==> config.mk <==
export PLATFORM = sky130hd
export DESIGN_NAME = extended_irq_priority_reg_two
export DESIGN_NICKNAME = d
export VERILOG_FILES = /design/src/inc/xprio_pkg.sv /design/src/verilog/extended_irq_priority_reg_two.sv /design/src/verilog/prio_byte_store.sv
export VERILOG_INCLUDE_DIRS = /design/src /design/src/inc
export SDC_FILE = /design/constraint.sdc
export NUM_CORES = 1
export LEC_CHECK = 0
export ABC_AREA = 0
export BUFFER_PORTS_ARGS = -buffer_cell sky130_fd_sc_hd__buf_4
export CORE_ASPECT_RATIO = 1.5
export CORE_MARGIN = 5
export CORE_UTILIZATION = 49
export CTS_CLUSTER_DIAMETER = 200
export DETAILED_ROUTE_END_ITERATION = 12
export PLACE_DENSITY = 0.85
export RECOVER_POWER = 25
export REMOVE_ABC_BUFFERS = 1
export SKIP_LAST_GASP = 1
export SYNTH_ARGS = -nofsm -noshare
export SYNTH_HDL_FRONTEND = slang
export SYNTH_SLANG_ARGS = --single-unit
==> constraint.sdc <==
create_clock -name clock -period 6.6 [get_ports clock]
set_input_delay 0.66 -clock clock [delete_from_list [all_inputs] [get_ports clock]]
set_output_delay 0.66 -clock clock [all_outputs]
set_load 0.1 [all_outputs]
==> src/inc/xprio_regs.svh <==
// What this block does
// - bit 6 sets second UART interrupt priority: 0 low, 1 high
// - bit 5 sets external interrupt 7 priority: 0 low, 1 high
// - bit 4 sets external interrupt 6 priority: 0 low, 1 high
// - bit 3 sets second converter end-of-conversion priority: 0 low, 1 high
// - bit 2 sets Timer 4 priority; printed encoding doubtful, taken as 0 low, 1 high
// - bit 1 sets first converter end-of-conversion priority: 0 low, 1 high
// - bit 0 sets Timer 3 priority: 0 default fixed order, 1 high
`ifndef XPRIO_REGS_SVH
`define XPRIO_REGS_SVH

`define XPRIO_AXI_AW 12
`define XPRIO_AXI_DW 32
`define XPRIO_INDEX 12'h0F7
// byte address is four times the index
`define XPRIO_ADDR (`XPRIO_INDEX << 2)
`define XPRIO_RESET 8'h00

`define XPRIO_BIT_CLOCK_VALID 7
`define XPRIO_BIT_UART_B 6
`define XPRIO_BIT_EXT_SEVEN 5
`define XPRIO_BIT_EXT_SIX 4
`define XPRIO_BIT_CONV_B 3
`define XPRIO_BIT_TIMER_FOUR 2
`define XPRIO_BIT_CONV_A 1
`define XPRIO_BIT_TIMER_THREE 0

`define XPRIO_RESP_OKAY 2'h0
`define XPRIO_RESP_SLVERR 2'h2

`endif

==> src/inc/xprio_pkg.sv <==
`include "xprio_regs.svh"
`default_nettype none

package xprio_pkg;

  typedef logic [`XPRIO_AXI_AW-1:0] axi_addr_t;
  typedef logic [`XPRIO_AXI_DW-1:0] axi_data_t;

  typedef struct packed {
    logic awvalid;
    axi_addr_t awaddr;
    logic wvalid;
    axi_data_t wdata;
    logic [3:0] wstrb;
    logic bready;
    logic arvalid;
    axi_addr_t araddr;
    logic rready;
  } axil_req_s;

  typedef struct packed {
    logic awready;
    logic wready;
    logic bvalid;
    logic [1:0] bresp;
    logic arready;
    logic rvalid;
    axi_data_t rdata;
    logic [1:0] rresp;
  } axil_rsp_s;

  // one bit per source, 1 = high priority level
  typedef struct packed {
    logic clockValidIrqPriority;
    logic uartBIrqPriority;
    logic extIrqSevenPriority;
    logic extIrqSixPriority;
    logic converterBEocPriority;
    logic timerFourIrqPriority;
    logic converterAEocPriority;
    logic timerThreeIrqPriority;
  } prio_levels_s;

  typedef enum logic [3:0] {
    WR_IDLE = 4'h1,
    WR_HAVE_ADDR = 4'h2,
    WR_HAVE_DATA = 4'h4,
    WR_RESP = 4'h8
  } wr_phase_e;

  typedef struct packed {
    wr_phase_e phase;
    axi_addr_t awAddr;
    logic [7:0] wByte;
    logic wLane0;
    logic bValid;
    logic [1:0] bResp;
    logic rValid;
    logic [7:0] rByte;
    logic [1:0] rResp;
  } slave_state_s;

endpackage : xprio_pkg

`default_nettype wire

==> src/verilog/extended_irq_priority_reg_two.sv <==
`timescale 1ns/1ps
`default_nettype none

module extended_irq_priority_reg_two
  import xprio_pkg::*;
(
  input wire logic clock,
  input wire logic rst_n,
  input wire axil_req_s axiReq,
  output axil_rsp_s axiRsp,
  output prio_levels_s prioLevels
);

  slave_state_s state_r;
  slave_state_s state_nxt;

  logic awFire;
  logic wFire;
  logic arFire;
  logic commit;
  axi_addr_t commitAddr;
  logic [7:0] commitByte;
  logic commitLane0;
  logic commitHit;
  logic readHit;
  logic wrEn;
  logic [7:0] wrData;
  logic [7:0] prioByte;

  // handshake readies are combinational, answers come from flops
  always_comb begin
    axiRsp.awready = (state_r.phase == WR_IDLE) || (state_r.phase == WR_HAVE_DATA);
    axiRsp.wready = (state_r.phase == WR_IDLE) || (state_r.phase == WR_HAVE_ADDR);
    axiRsp.bvalid = state_r.bValid;
    axiRsp.bresp = state_r.bResp;
    axiRsp.arready = !state_r.rValid;
    axiRsp.rvalid = state_r.rValid;
    axiRsp.rdata = {24'h00_0000, state_r.rByte};
    axiRsp.rresp = state_r.rResp;
  end

  assign awFire = axiReq.awvalid && axiRsp.awready;
  assign wFire = axiReq.wvalid && axiRsp.wready;
  assign arFire = axiReq.arvalid && axiRsp.arready;

  // a write completes once both address and data are in hand
  always_comb begin
    commit = 1'b0;
    unique case (state_r.phase)
      WR_IDLE: commit = awFire && wFire;
      WR_HAVE_ADDR: commit = wFire;
      WR_HAVE_DATA: commit = awFire;
      WR_RESP: commit = 1'b0;
    endcase
  end

  assign commitAddr = (state_r.phase == WR_HAVE_ADDR) ? state_r.awAddr : axiReq.awaddr;
  assign commitByte = (state_r.phase == WR_HAVE_DATA) ? state_r.wByte : axiReq.wdata[7:0];
  assign commitLane0 = (state_r.phase == WR_HAVE_DATA) ? state_r.wLane0 : axiReq.wstrb[0];
  // word address bits against the register index; byte lane bits ignored
  assign commitHit = commitAddr[`XPRIO_AXI_AW-1:2] == 10'(`XPRIO_INDEX);
  assign readHit = axiReq.araddr[`XPRIO_AXI_AW-1:2] == 10'(`XPRIO_INDEX);

  // only byte lane 0 carries register bits; other lanes are ignored
  assign wrEn = commit && commitHit && commitLane0;
  assign wrData = commitByte;

  always_comb begin
    state_nxt = state_r;
    unique case (state_r.phase)
      WR_IDLE: begin
        if (commit) begin
          state_nxt.phase = WR_RESP;
        end else if (awFire) begin
          state_nxt.phase = WR_HAVE_ADDR;
          state_nxt.awAddr = axiReq.awaddr;
        end else if (wFire) begin
          state_nxt.phase = WR_HAVE_DATA;
          state_nxt.wByte = axiReq.wdata[7:0];
          state_nxt.wLane0 = axiReq.wstrb[0];
        end
      end
      WR_HAVE_ADDR: begin
        if (commit) begin
          state_nxt.phase = WR_RESP;
        end
      end
      WR_HAVE_DATA: begin
        if (commit) begin
          state_nxt.phase = WR_RESP;
        end
      end
      WR_RESP: begin
        if (axiReq.bready) begin
          state_nxt.phase = WR_IDLE;
          state_nxt.bValid = 1'b0;
        end
      end
    endcase
    if (commit) begin
      state_nxt.bValid = 1'b1;
      state_nxt.bResp = commitHit ? `XPRIO_RESP_OKAY : `XPRIO_RESP_SLVERR;
    end
    if (arFire) begin
      state_nxt.rValid = 1'b1;
      state_nxt.rByte = readHit ? prioByte : 8'h00;
      state_nxt.rResp = readHit ? `XPRIO_RESP_OKAY : `XPRIO_RESP_SLVERR;
    end else if (state_r.rValid && axiReq.rready) begin
      state_nxt.rValid = 1'b0;
    end
  end

  always_ff @(posedge clock) begin
    if (!rst_n) begin
      state_r.phase <= WR_IDLE;
      state_r.awAddr <= '0;
      state_r.wByte <= 8'h00;
      state_r.wLane0 <= 1'b0;
      state_r.bValid <= 1'b0;
      state_r.bResp <= `XPRIO_RESP_OKAY;
      state_r.rValid <= 1'b0;
      state_r.rByte <= 8'h00;
      state_r.rResp <= `XPRIO_RESP_OKAY;
    end else begin
      state_r <= state_nxt;
    end
  end

  prio_byte_store u_store (
    .clock(clock),
    .rst_n(rst_n),
    .wrEn(wrEn),
    .wrData(wrData),
    .prioByte(prioByte),
    .prioLevels(prioLevels)
  );
endmodule : extended_irq_priority_reg_two

`default_nettype wire

==> src/verilog/prio_byte_store.sv <==
`timescale 1ns/1ps
`default_nettype none

module prio_byte_store
  import xprio_pkg::*;
(
  input wire logic clock,
  input wire logic rst_n,
  input wire logic wrEn,
  input wire logic [7:0] wrData,
  output logic [7:0] prioByte,
  output prio_levels_s prioLevels
);

  prio_levels_s state_r;
  prio_levels_s state_nxt;
  logic [7:0] nextBits;

  genvar gi;
  generate
    for (gi = 0; gi < 8; gi++) begin : g_bit
      // each source level follows its own bit
      assign nextBits[gi] = wrEn ? wrData[gi] : state_r[gi];
    end
  endgenerate

  always_comb begin
    state_nxt = prio_levels_s'(nextBits);
  end

  always_ff @(posedge clock) begin
    if (!rst_n) begin
      state_r <= prio_levels_s'(`XPRIO_RESET);
    end else begin
      state_r <= state_nxt;
    end
  end

  assign prioByte = 8'(state_r);
  assign prioLevels = state_r;

endmodule : prio_byte_store

`default_nettype wire
Word level (Yosys, flattened, before mapping)
Index checks and enable logic that the tools add are counted.
{"block": "op_classes", "eq_ne": 9, "reduce_logical": 18, "mux": 18, "n_bitwise": 2}
{"operator": "10-bit by 8-bit == test with 1-bit output (second input constant)", "n": 2}
{"operator": "4-bit two-way mux", "n": 5}
{"operator": "8-bit two-way mux", "n": 2}
{"operator": "12-bit two-way mux", "n": 1}
{"operator": "4-bit case mux with 3 select lines", "n": 1}
{"operator": "1-bit logical AND", "n": 7}
{"operator": "3-bit AND reduction", "n": 2}
{"operator": "2-bit nonzero test", "n": 3}
{"operator": "1-bit two-way mux", "n": 5}
{"operator": "4-bit by 1-bit == test with 1-bit output (second input constant)", "n": 1}
{"operator": "4-bit by 2-bit == test with 1-bit output (second input constant)", "n": 1}
{"operator": "4-bit by 3-bit == test with 1-bit output (second input constant)", "n": 1}
{"operator": "4-bit == test (second input constant)", "n": 1}
{"operator": "2-bit two-way mux", "n": 2}
{"operator": "4-bit != test (second input constant)", "n": 1}
{"operator": "1-bit case mux with 4 select lines", "n": 1}
{"operator": "4-bit AND reduction", "n": 1}
{"operator": "3-bit two-way mux", "n": 1}
{"operator": "1-bit logical OR", "n": 2}
{"operator": "2-bit by 1-bit != test with 1-bit output (second input constant)", "n": 1}
{"operator": "2-bit != test (second input constant)", "n": 1}
{"operator": "1-bit inverter", "n": 2}
{"operator": "2-bit AND reduction", "n": 1}
{"operator": "2-bit OR reduction", "n": 1}
{"operator": "1-bit logical NOT", "n": 1}
{"block": "word_totals", "inputBits": 67, "wordCells": 64, "output_inout_bits": 49, "regBits": 47}

Depth between registers and ports, before layout
Gate-level depths: netlist (run 1).
{"block": "logic_depth", "depth_word": 7, "mapped_depth": 7, "mapped_depth_nobuf": 5}

Modules after synthesis
Synthesis (run 1) repeated with hierarchy kept, for this count alone.
{"block": "hier_totals", "cells_unflattened": 244, "area_unflattened_um2": 2298.5}
{"mod": "extended_irq_priority_reg_two", "instances": 1, "cells_each": 211, "area_per_inst_um2": 1936.9}
{"mod": "prio_byte_store", "instances": 1, "cells_each": 33, "area_per_inst_um2": 361.6}

Worst setup path after synthesis (run 1)
No wires, ideal clock.
{"block": "synth_path", "kind": "reg-to-output", "from": "register state_r[36] (netlist bit)", "to": "output axiRsp[40] (netlist bit)", "stages_incl_launch_ff": 4, "required_ns": 5.940, "arrival_time_ns": 3.068, "path_buffers": 1, "path_slack_ns": 2.872, "cell_sequence": "dfxtp_1 -> clkbuf_1 -> or3b_2 -> o21ai_0"}
{"item": "start: declaration", "line_no": "extended_irq_priority_reg_two.sv:14", "source": "slave_state_s state_r;"}
{"item": "start signal: assignment", "line_no": "extended_irq_priority_reg_two.sv:125", "source": "state_r <= state_nxt;"}
{"item": "end: declaration", "line_no": "extended_irq_priority_reg_two.sv:10", "source": "output axil_rsp_s axiRsp,"}

Final worst setup path (run 1)
{"block": "layout_path", "from": "register state_r[37] (netlist bit)", "to": "register u_store.state_r (netlist bit u_store.prioByte[1])"}
{"block": "layout_via", "elab_chain_len": 7, "elab_cells_between_ends": 16, "cone_classes": "eq/ne: 5; mux: 4; reduce/logical: 7"}
{"item": "4-bit by 1-bit == test with 1-bit output, or another cell as far along", "line_no": "extended_irq_priority_reg_two.sv:32, extended_irq_priority_reg_two.sv:33, extended_irq_priority_reg_two.sv:49"}
{"item": "1-bit logical OR, on equally long branches", "line_no": "extended_irq_priority_reg_two.sv:32, extended_irq_priority_reg_two.sv:33"}
{"item": "1-bit logical AND, on equally long branches", "line_no": "extended_irq_priority_reg_two.sv:42, extended_irq_priority_reg_two.sv:43"}
{"item": "1-bit logical AND", "line_no": "extended_irq_priority_reg_two.sv:50", "source": "WR_IDLE: commit = awFire && wFire;"}
{"item": "1-bit case mux with 4 select lines", "line_no": "extended_irq_priority_reg_two.sv:49", "source": "unique case (state_r.phase)"}
{"item": "1-bit logical AND (2 in series)", "line_no": "extended_irq_priority_reg_two.sv:65", "source": "assign wrEn = commit && commitHit && commitLane0;"}
{"item": "end signal: assignment", "line_no": "prio_byte_store.sv:33", "source": "state_r <= prio_levels_s'(`XPRIO_RESET);"}
{"item": "end signal: assignment", "line_no": "prio_byte_store.sv:35", "source": "state_r <= state_nxt;"}
{"item": "end: declaration", "line_no": "prio_byte_store.sv:15", "source": "prio_levels_s state_r;"}
Parallel ways exist; a longest one is shown, timed or not.
A chain may end at the register's enable or synchronous reset.

==> impl_results.md, run 1 <==
* # rows at 30
* Slew headroom at -0.0159
* Worst slew pin tran at 1520 ps
* Hold slack at between 400 and 500 ps
* Crit path max fanout at 18
* Synth cell count leaders: dfxtp_1 (43), buf_4 (38), nor2b_1 (18)
* Die area at about 6200 µm²
* Clock Sink Count at 43
* Post-CTS Setup Repair Bufs at 0
* Synthesized instance count at ~260
* Num CTS Buffers at 5
* Post-route minimum period at 2830 ps
* Pin count of the biggest net entering global routing at 44
* Buf/Inv on CP at 0
* Setup Viol. Count Final at 0
* Fillcell total at 435
* Critical path's top delay family: simple AND/OR/NAND/NOR gates
* Pwr dens at between 200 and 250 nW/µm²
* Area grow syn2layout at 14.5%
* Vias at 1840
* Achievable Freq at roughly 350 MHz
* N_diodes at 0
* Crit path required time at 6790 ps
* Synth warn at 0
* Critical Path Max Stage Delay at ~830 ps
* Total track usage at 0.150
* Die width at 66.0 µm
* Post-synthesis sequential area ratio at 0.374
* Crit start category: flop
* Maximum VDD drop at 0.000135 V
* Clk_skew at approximately 3.8 ps
* Total negative slack at 0 ps
* Starting density of the core at 0.507
* Most common cell in the synthesized netlist: dfxtp_1
* CTS tree: yes
* WL final at around 4.7 mm
* Leading area contributor after synthesis: dfxtp_1
* Number of max-cap violations at 1
* Post-DP HPWL at 3.58 mm
* Leak at 1.11 nW
* Status: complete, but fails checks
* Root Buffer: clkbuf_8
* RSZ-0062 raised after global routing: false
* CTS max path bufs at 2
* Synth cell types at 36
* Largest cells by area after synthesis: dfxtp_1 (37%), buf_4 (12%), nor2b_1 (4.9%)
* Setup CP Type: flop to flop
* Drt wl/cell at 13.0 µm
* Crit end category: flop
* Ports at 116
* Fin. Hold Viols at 0
* Gpl congestion at 0.729
* Worst min path class: flop to flop
* Flop and latch count out of synthesis at 43
* Design Area, Final at 2640 µm²
* Failing checks: capacitance limit, slew limit
* Area after DPL at 2560 µm²
* Worst-skew pair later-pin latency at between 200 and 300 ps
* Synth top area share at 0.374
* Die outline height at 94.0 µm
* CP Cell Sequence: or3b_2 > nor2_1 > mux2i_1 > nor2_8 > o221a_2
* Async set or reset register ratio after synthesis at 0
* Drc violations at 0
* Initial DRC Count at 66
* Top FF cell, synth: dfxtp_1
* Initial antenna violation count at 0
* Synth Area per Inst at 8.96 µm²
* H-Tree Level Count at 2
* Core Box Area at 4540 µm²
* Final net count at 361
* Total power at 0.630 mW
* Number of global-route vias before repair at ~1700
* First drt pass iteration count at 4
* Avg Vias per Cell at 5.13
* CTS clk-pin slew, worst paths at 80 ps
* Worst EP arrival at about 3000 ps
* Critical path's slowest cell: nor2_1
* First-pass GRT wire length at 7.34 mm
* # hold bufs at CTS at 0
* Share of cells above drive strength 1 at 0.251
* PostCTS Resize Cnt at 0
* Post-DRT Antenna Nets at 0
* Grt ovf at 0
* Pins Over Slew Limit at 44
* Synth Cell Area at 2300 µm²
* Utilization after layout at 0.580
* Number of synthesized flops with an enable pin at 0
* Fin crit share at 0.429
* PortBufs at 58
[worst paths after layout]
check	from	cells after the start	end	slack (ps)
worst max-delay path	state_r[37]	5	u_store.prioByte[1]	3770
worst min-delay path	state_r[32]	2	state_r[32]	470
worst max register to register	state_r[37]	5	u_store.prioByte[1]	3770
worst min register to register	state_r[32]	2	state_r[32]	470
[registers in the layout (all words and copies together) (netlist names)]
| signal | flops |
|---|---|
| u_store.prioByte | 8 |
| axiRsp | 12 |
| state_r | 23 |
[tightest hold or removal path, stage by stage, from the launching register on]
cell and delay (ps):
dfxtp_1 310, nand2_1 50, a21boi_0 60
[per-stage QoR]
| step | setup slack [ps] | instances |
|---|---|---|
| 2_1_floorplan | 2890 | 228 |
| 3_3_place_gp | 3820 | 351 |
| 3_5_place_dp | 3770 | 351 |
| 4_1_cts | 3770 | 359 |
| 5_1_grt | 3550 | 359 |
| 6_report | 3770 | 359 |
[layer usage]
layer,wire (µm),vias up,global-route usage
li1,-,911,-
met1,1780,845,0.143
met2,2350,73,0.287
met3,432,11,0.0455
met4,110,0,0.0644
met5,0,-,0
[final cells by class]
cell class / instances / area [µm²] / share of cell area
Clock buffer: 8 / 100 / 0.0380
Inverter: 13 / 48.8 / 0.0185
Multi-Input combinational cell: 172 / 1120 / 0.427
Sequential cell: 43 / 861 / 0.327
Tap cell: 64 / 80.1 / 0.0304
Timing Repair Buffer: 59 / 420 / 0.160
[kinds of logic (layout without fill, tap and decap cells)]
family / after synthesis / in the layout / synth area share
buffers and inverters: 67 / 80 / 0.178
multiplexers: 10 / 10 / 0.0435
AND/OR/NAND/NOR: 85 / 85 / 0.228
AO/OA/AOI/OAI: 51 / 51 / 0.174
other: 1 / 26 / 0.00163
flip-flops: 43 / 43 / 0.374
[where the power goes]
part           internal [mW]  leakage, nW  switching (mW)
Sequential             0.268        0.349         0.00987
Clock                 0.0954       0.0515          0.0825
Combinational         0.0392        0.714           0.135
Total                  0.403         1.11           0.228
[layout by cell type, fill, tap and decap left out, types with 6 or more instances in the layout]
cell type,n
inv_1,13
buf_4,53
conb_1,26
mux2i_1,10
nand3_1,11
nand4b_1,6
clkbuf_8,7
a21boi_0,11
nand2_1,15
nor3b_1,9
a31oi_1,8
nor2_1,8
o221a_2,9
dfxtp_1,43
clkbuf_1,7
a22oi_1,8
nor2b_1,18
No activity file was read; power rests on OpenSTA's default activity.
==> inputs of run 2 (changes only) <==
CORE_UTILIZATION = 41   (was 49)
PLACE_DENSITY = 0.76   (was 0.85)
clock period = 2.3 ns   (was 6.6 ns; I/O delays follow)
==> run 2 against run 1 <==
Against the previous run: the run now ends clean; sequential power increased to 2.8 times the previous value; clock power increased to 3.3 times the previous value; critical path depth grew 1; wire length is 11% higher; utilization fell by 6.7 points; critical endpoint is now u_store.prioByte[5].
==> impl_results.md, run 2 (synthesis gave the netlist of run 1 again) <==
* Status: finished, final reports clean
* RSZ-0062 raised after global routing: true
* Grt ovf at 0
* Post-DP HPWL at 3.90 mm
* Critical path's slowest cell: or4b_4
* CTS max path bufs at 2
* CP Cell Sequence: or4b_4 > or4_4 > a221o_1 > buf_6 > nor2_8 > o221a_2
* Worst slew pin tran at 1190 ps
* Vias at 1879
* R2r setup slk at 20 ps
* Reg2reg path depth at 6
* First drt pass iteration count at 4
* Final net count at 372
* Utilization after layout at 0.514
* Avg Vias per Cell at 5.00
* Design Area, Final at 2800 µm²
* Launch point of the worst reg-to-reg path: state_r[35]
* N_diodes at 0
* Area grow syn2layout at 21.6%
* WL final at between 5 and 6 mm
* Total negative slack at 0 ps
* CTS tree: yes
* Slew headroom at 0.213
* Worst-skew pair later-pin latency at 300 ps
* Setup Viol. Count Final at 0
* Setup CP Type: flop to flop
* Leak at 1.23 nW
* Fin. Hold Viols at 0
* Post-route minimum period at 2280 ps
* Fillcell total at 557
* Total power at 1.92 mW
* Achievable Freq at 438 MHz
* Hold Crit Depth at 2
* Maximum VDD drop at around 0.00040 V
* Worst hold endpoint: axiRsp[34]
* Num CTS Buffers at 5
* Pin count of the biggest net entering global routing at 44
* Pwr dens at 686 nW/µm²
* # hold bufs at CTS at 0
* Share of cells above drive strength 1 at 0.268
* Number of max-cap violations at 0
* Worst r2r dst: u_store.prioByte[5]
* Post-DRT Antenna Nets at 0
* Drt wl/cell at 13.8 µm
* Root Buffer: clkbuf_8
* Ports at 116
* Area after DPL at 2640 µm²
* Crit path required time at 2550 ps
* Gpl congestion at 0.777
* Post-Place Worst Slack at -20.0 ps
* Initial antenna violation count at 0
* Critical Path Max Stage Delay at between 500 and 600 ps
* HP Start: axiReq[13]
* Pins Over Slew Limit at 0
* Core Box Area at 5450 µm²
* Commonest non-fill, non-tap cells in the layout: buf_4 (54), dfxtp_1 (41), conb_1 (26)
* Total track usage at 0.139
* CTS clk-pin slew, worst paths at 90 ps
* Crit start category: flop
* Initial DRC Count at 83
* Crit end category: flop
* Worst min path class: input pin to flop
* Crit path max fanout at 8
* # rows at 33
* Most flop-heavy register: state_r
* Starting density of the core at 0.422
* Worst Slack Setup Final at 16.4 ps
* Number of global-route vias before repair at approximately 1800
* Max reg flops at 23
* First-pass GRT wire length at 8.14 mm
* Die area at about 7200 µm²
* Placed insts at around 370
* Clock Sink Count at 43
* Die outline height at a little over 100 µm
* Hold slack at 165 ps
* Die width at 71.2 µm
* Fin crit share at 0.993
* H-Tree Level Count at 2
* Fin cells at 376
* Most common cell after layout, fill and taps aside: buf_4
* PortBufs at 58
* Clk_skew at 7.70 ps
* Drc violations at 0
* Worst EP arrival at ~2500 ps
## run 2: cell count changes in the layout (fill, tap and decap cells not counted), moves of 2 or more
cell / before / now
o221a_2: 9 / 2
clkbuf_1: 7 / 13
clkbuf_8: 7 / 5
dfxtp_2: 0 / 2
o221a_4: 0 / 7
dfxtp_1: 43 / 41
buf_6: 0 / 2
## run 2: layout make-up
type / instances / area, µm² / share of cell area
tap: 70 / 87.6 / 0.0313
clock inverter: 3 / 43.8 / 0.0156
timing repair buffer: 70 / 497 / 0.177
inverter: 13 / 48.8 / 0.0174
clock buffer: 5 / 68.8 / 0.0246
sequential: 43 / 863 / 0.308
multi-input combinational: 172 / 1190 / 0.425
## run 2: layer usage
| layer | share of wire | global-route usage |
|---|---|---|
| met5 | 0 | 0 |
| met3 | 0.087 | 0.0427 |
| met1 | 0.37 | 0.142 |
| met4 | 0.011 | 0.0463 |
| met2 | 0.53 | 0.264 |
## run 2: worst max-delay path by stage
stage | cells after the start | endpoint | startpoint | slack (ps)
after global placement | 6 | u_store.prioByte[4] | state_r[38] | 20
after detailed placement | 6 | u_store.prioByte[3] | state_r[38] | -20
final | 6 | u_store.prioByte[5] | state_r[35] | 20
after floorplan | 2 | axiRsp[40] | state_r[37] | -980
after global routing | 6 | u_store.prioByte[5] | state_r[35] | -50
after CTS | 6 | u_store.prioByte[5] | state_r[35] | 2
## run 2: critical path, delay by kind of cell (launching register included)
kind                   cells  cell delay [ps]
flip-flops                 1              320
AND/OR/NAND/NOR            3             1220
AO/OA/AOI/OAI              2              550
buffers and inverters      1              150
## run 2: power breakdown
group          internal, mW  switching [mW]
clock                 0.324           0.270
sequential            0.770          0.0155
combinational         0.130           0.412
## run 2: what timing repair did
item                       CTS  global route
pin swaps                    5             3
buffers inserted             0             1
setup endpoints to repair    8             9
gates resized for setup      9             3
==> inputs of run 3 (changes only) <==
MAX_ROUTING_LAYER = met4   (was default)
==> run 3 against run 2 <==
Against the previous run: clock power is essentially flat; sequential share of layout area stayed put; die area is the same; combinational power is essentially flat; register-to-register slack is essentially flat; first-iteration DRC count down 6.0%; largest power group unchanged.
==> impl_results.md, run 3 (synthesis gave the netlist of run 1 again) <==
* Post-route minimum period at 2280 ps
* Leak at 1.23 nW
* Critical path's top delay family: simple AND/OR/NAND/NOR gates
* Critical Path Max Stage Delay at 540 ps
* RSZ-0062 raised after global routing: true
* Worst-skew pair later-pin latency at 300 ps
* Sw Share at 0.364
* Drc violations at 0
* Clock Sink Count at 43
* Fin. Hold Viols at 0
* Avg Vias per Cell at 5.05
* H-Tree Level Count at 2
* Hold slack at 164 ps
* Post-Place Worst Slack at -20.0 ps
* # rows at 33
* Drt wl/cell at approximately 14 µm
* Root Buffer: clkbuf_8
* Post-DP HPWL at 3.90 mm
* Worst min path class: input pin to flop
* Combinational share of power at 0.282
* Setup CP Type: flop to flop
* Fin cells at around 380
* Reg power frac at 0.409
* Starting density of the core at 0.422
* Pin count of the biggest net entering global routing at 44
* Die outline height at roughly 100 µm
* Critical path's slowest cell: or4b_4
* Die width at 71.2 µm
* Pins Over Slew Limit at 0
* Design Area, Final at 2800 µm²
* Crit path required time at 2550 ps
* Placed insts at 367
* Worst Slack Setup Final at 17.1 ps
* Area after DPL at between 2000 and 3000 µm²
* Ports at around 120
* Psw at 0.699 mW
* P_int at 1.22 mW
* Power share of the clock group at 0.309
* Buf/Inv on CP at 1
* Maximum VDD drop at 0.000396 V
* CTS tree: yes
* Reg2reg path depth at 6
* Number of max-cap violations at 0
* Commonest non-fill, non-tap cells in the layout: buf_4 (54), dfxtp_1 (41), conb_1 (26)
* CP Cell Sequence: or4b_4 > or4_4 > a221o_1 > buf_6 > nor2_8 > o221a_2
* Slew headroom at 0.213
* Total track usage at 0.143
* Initial antenna violation count at 0
* Clk_skew at 7.75 ps
* Most common cell after layout, fill and taps aside: buf_4
* Core Box Area at around 5500 µm²
* Fillcell total at 557
* Sequential cell area at around 860 µm²
* PortBufs at 58
* Final net count at about 370
* Achievable Freq at roughly 440 MHz
* Worst EP arrival at about 2500 ps
* Pwr dens at approximately 700 nW/µm²
* Hold Crit Depth at 2
* Multi-input gate area at approximately 1200 µm²
* Fin crit share at 0.993
* Number of global-route vias before repair at 1845
* Initial DRC Count at 78
* Setup Viol. Count Final at 0
* Crit end category: flop
* Most flop-heavy register: state_r
* Gpl congestion at 0.788
* Crit start category: flop
* Vias at between 1500 and 2000
* Grt ovf at 0
* CTS max path bufs at 2
* Post-DRT Antenna Nets at 0
* First-pass GRT wire length at 8.14 mm
* Worst slew pin tran at about 1200 ps
* Crit path max fanout at 8
* CTS clk-pin slew, worst paths at 90 ps
* First drt pass iteration count at 4
* Share of cells above drive strength 1 at 0.268
* Worst path depth at 6
* N_diodes at 0
* Num CTS Buffers at 5
* Area grow syn2layout at 21.6%
* WL final at roughly 5.2 mm
* Max reg flops at 23
* Die area at 7240 µm²
* Status: finished, final reports clean
-- run 3: path summary, 6_finish.rpt --
kind                               to  slack [ps]   startpoint
setup / recovery  u_store.prioByte[5]          20  state_r[35]
hold / removal             axiRsp[34]         160   axiReq[13]
setup reg to reg  u_store.prioByte[5]          20  state_r[35]
hold reg to reg           state_r[32]         460  state_r[32]
-- run 3: layer usage --
metal | global-route usage | vias up | part of all wire
met4 | 0.0463 | 0 | 0.011
met3 | 0.0427 | 7 | 0.090
li1 | - | 933 | -
met1 | 0.142 | 883 | 0.38
met2 | 0.263 | 74 | 0.52
met5 | - | - | 0
-- run 3: area by class of cell --
type | instances | share of cell area
multi-input combinational | 172 | 0.425
sequential | 43 | 0.308
timing repair buffer | 70 | 0.177
tap | 70 | 0.0313
clock buffer | 5 | 0.0246
inverter | 13 | 0.0174
clock inverter | 3 | 0.0156
-- run 3: timing repair --
action	CTS	global route
buffers inserted	0	1
hold buffers	0	0
pin swaps	5	3
gates resized for setup	9	3
setup endpoints to repair	8	9
-- run 3: stage by stage --
step | utilization | TNS, ps | total power [mW]
global placement | 0.484 | 0 | 1.33
global route | 0.514 | -312 | 2.00
detailed placement | 0.484 | -108 | 1.34
CTS | 0.517 | 0 | 1.93
finish | 0.514 | 0 | 1.92
floorplan | - | -8420 | 1.20
-- run 3: power groups by stage --
stage | sequential, mW | clock (mW) | combinational (mW)
5_1_grt | 0.788 | 0.643 | 0.569
3_5_place_dp | 0.802 | 0 | 0.538
4_1_cts | 0.785 | 0.601 | 0.543
2_1_floorplan | 0.854 | 0 | 0.348
3_3_place_gp | 0.800 | 0 | 0.531
6_report | 0.785 | 0.595 | 0.542
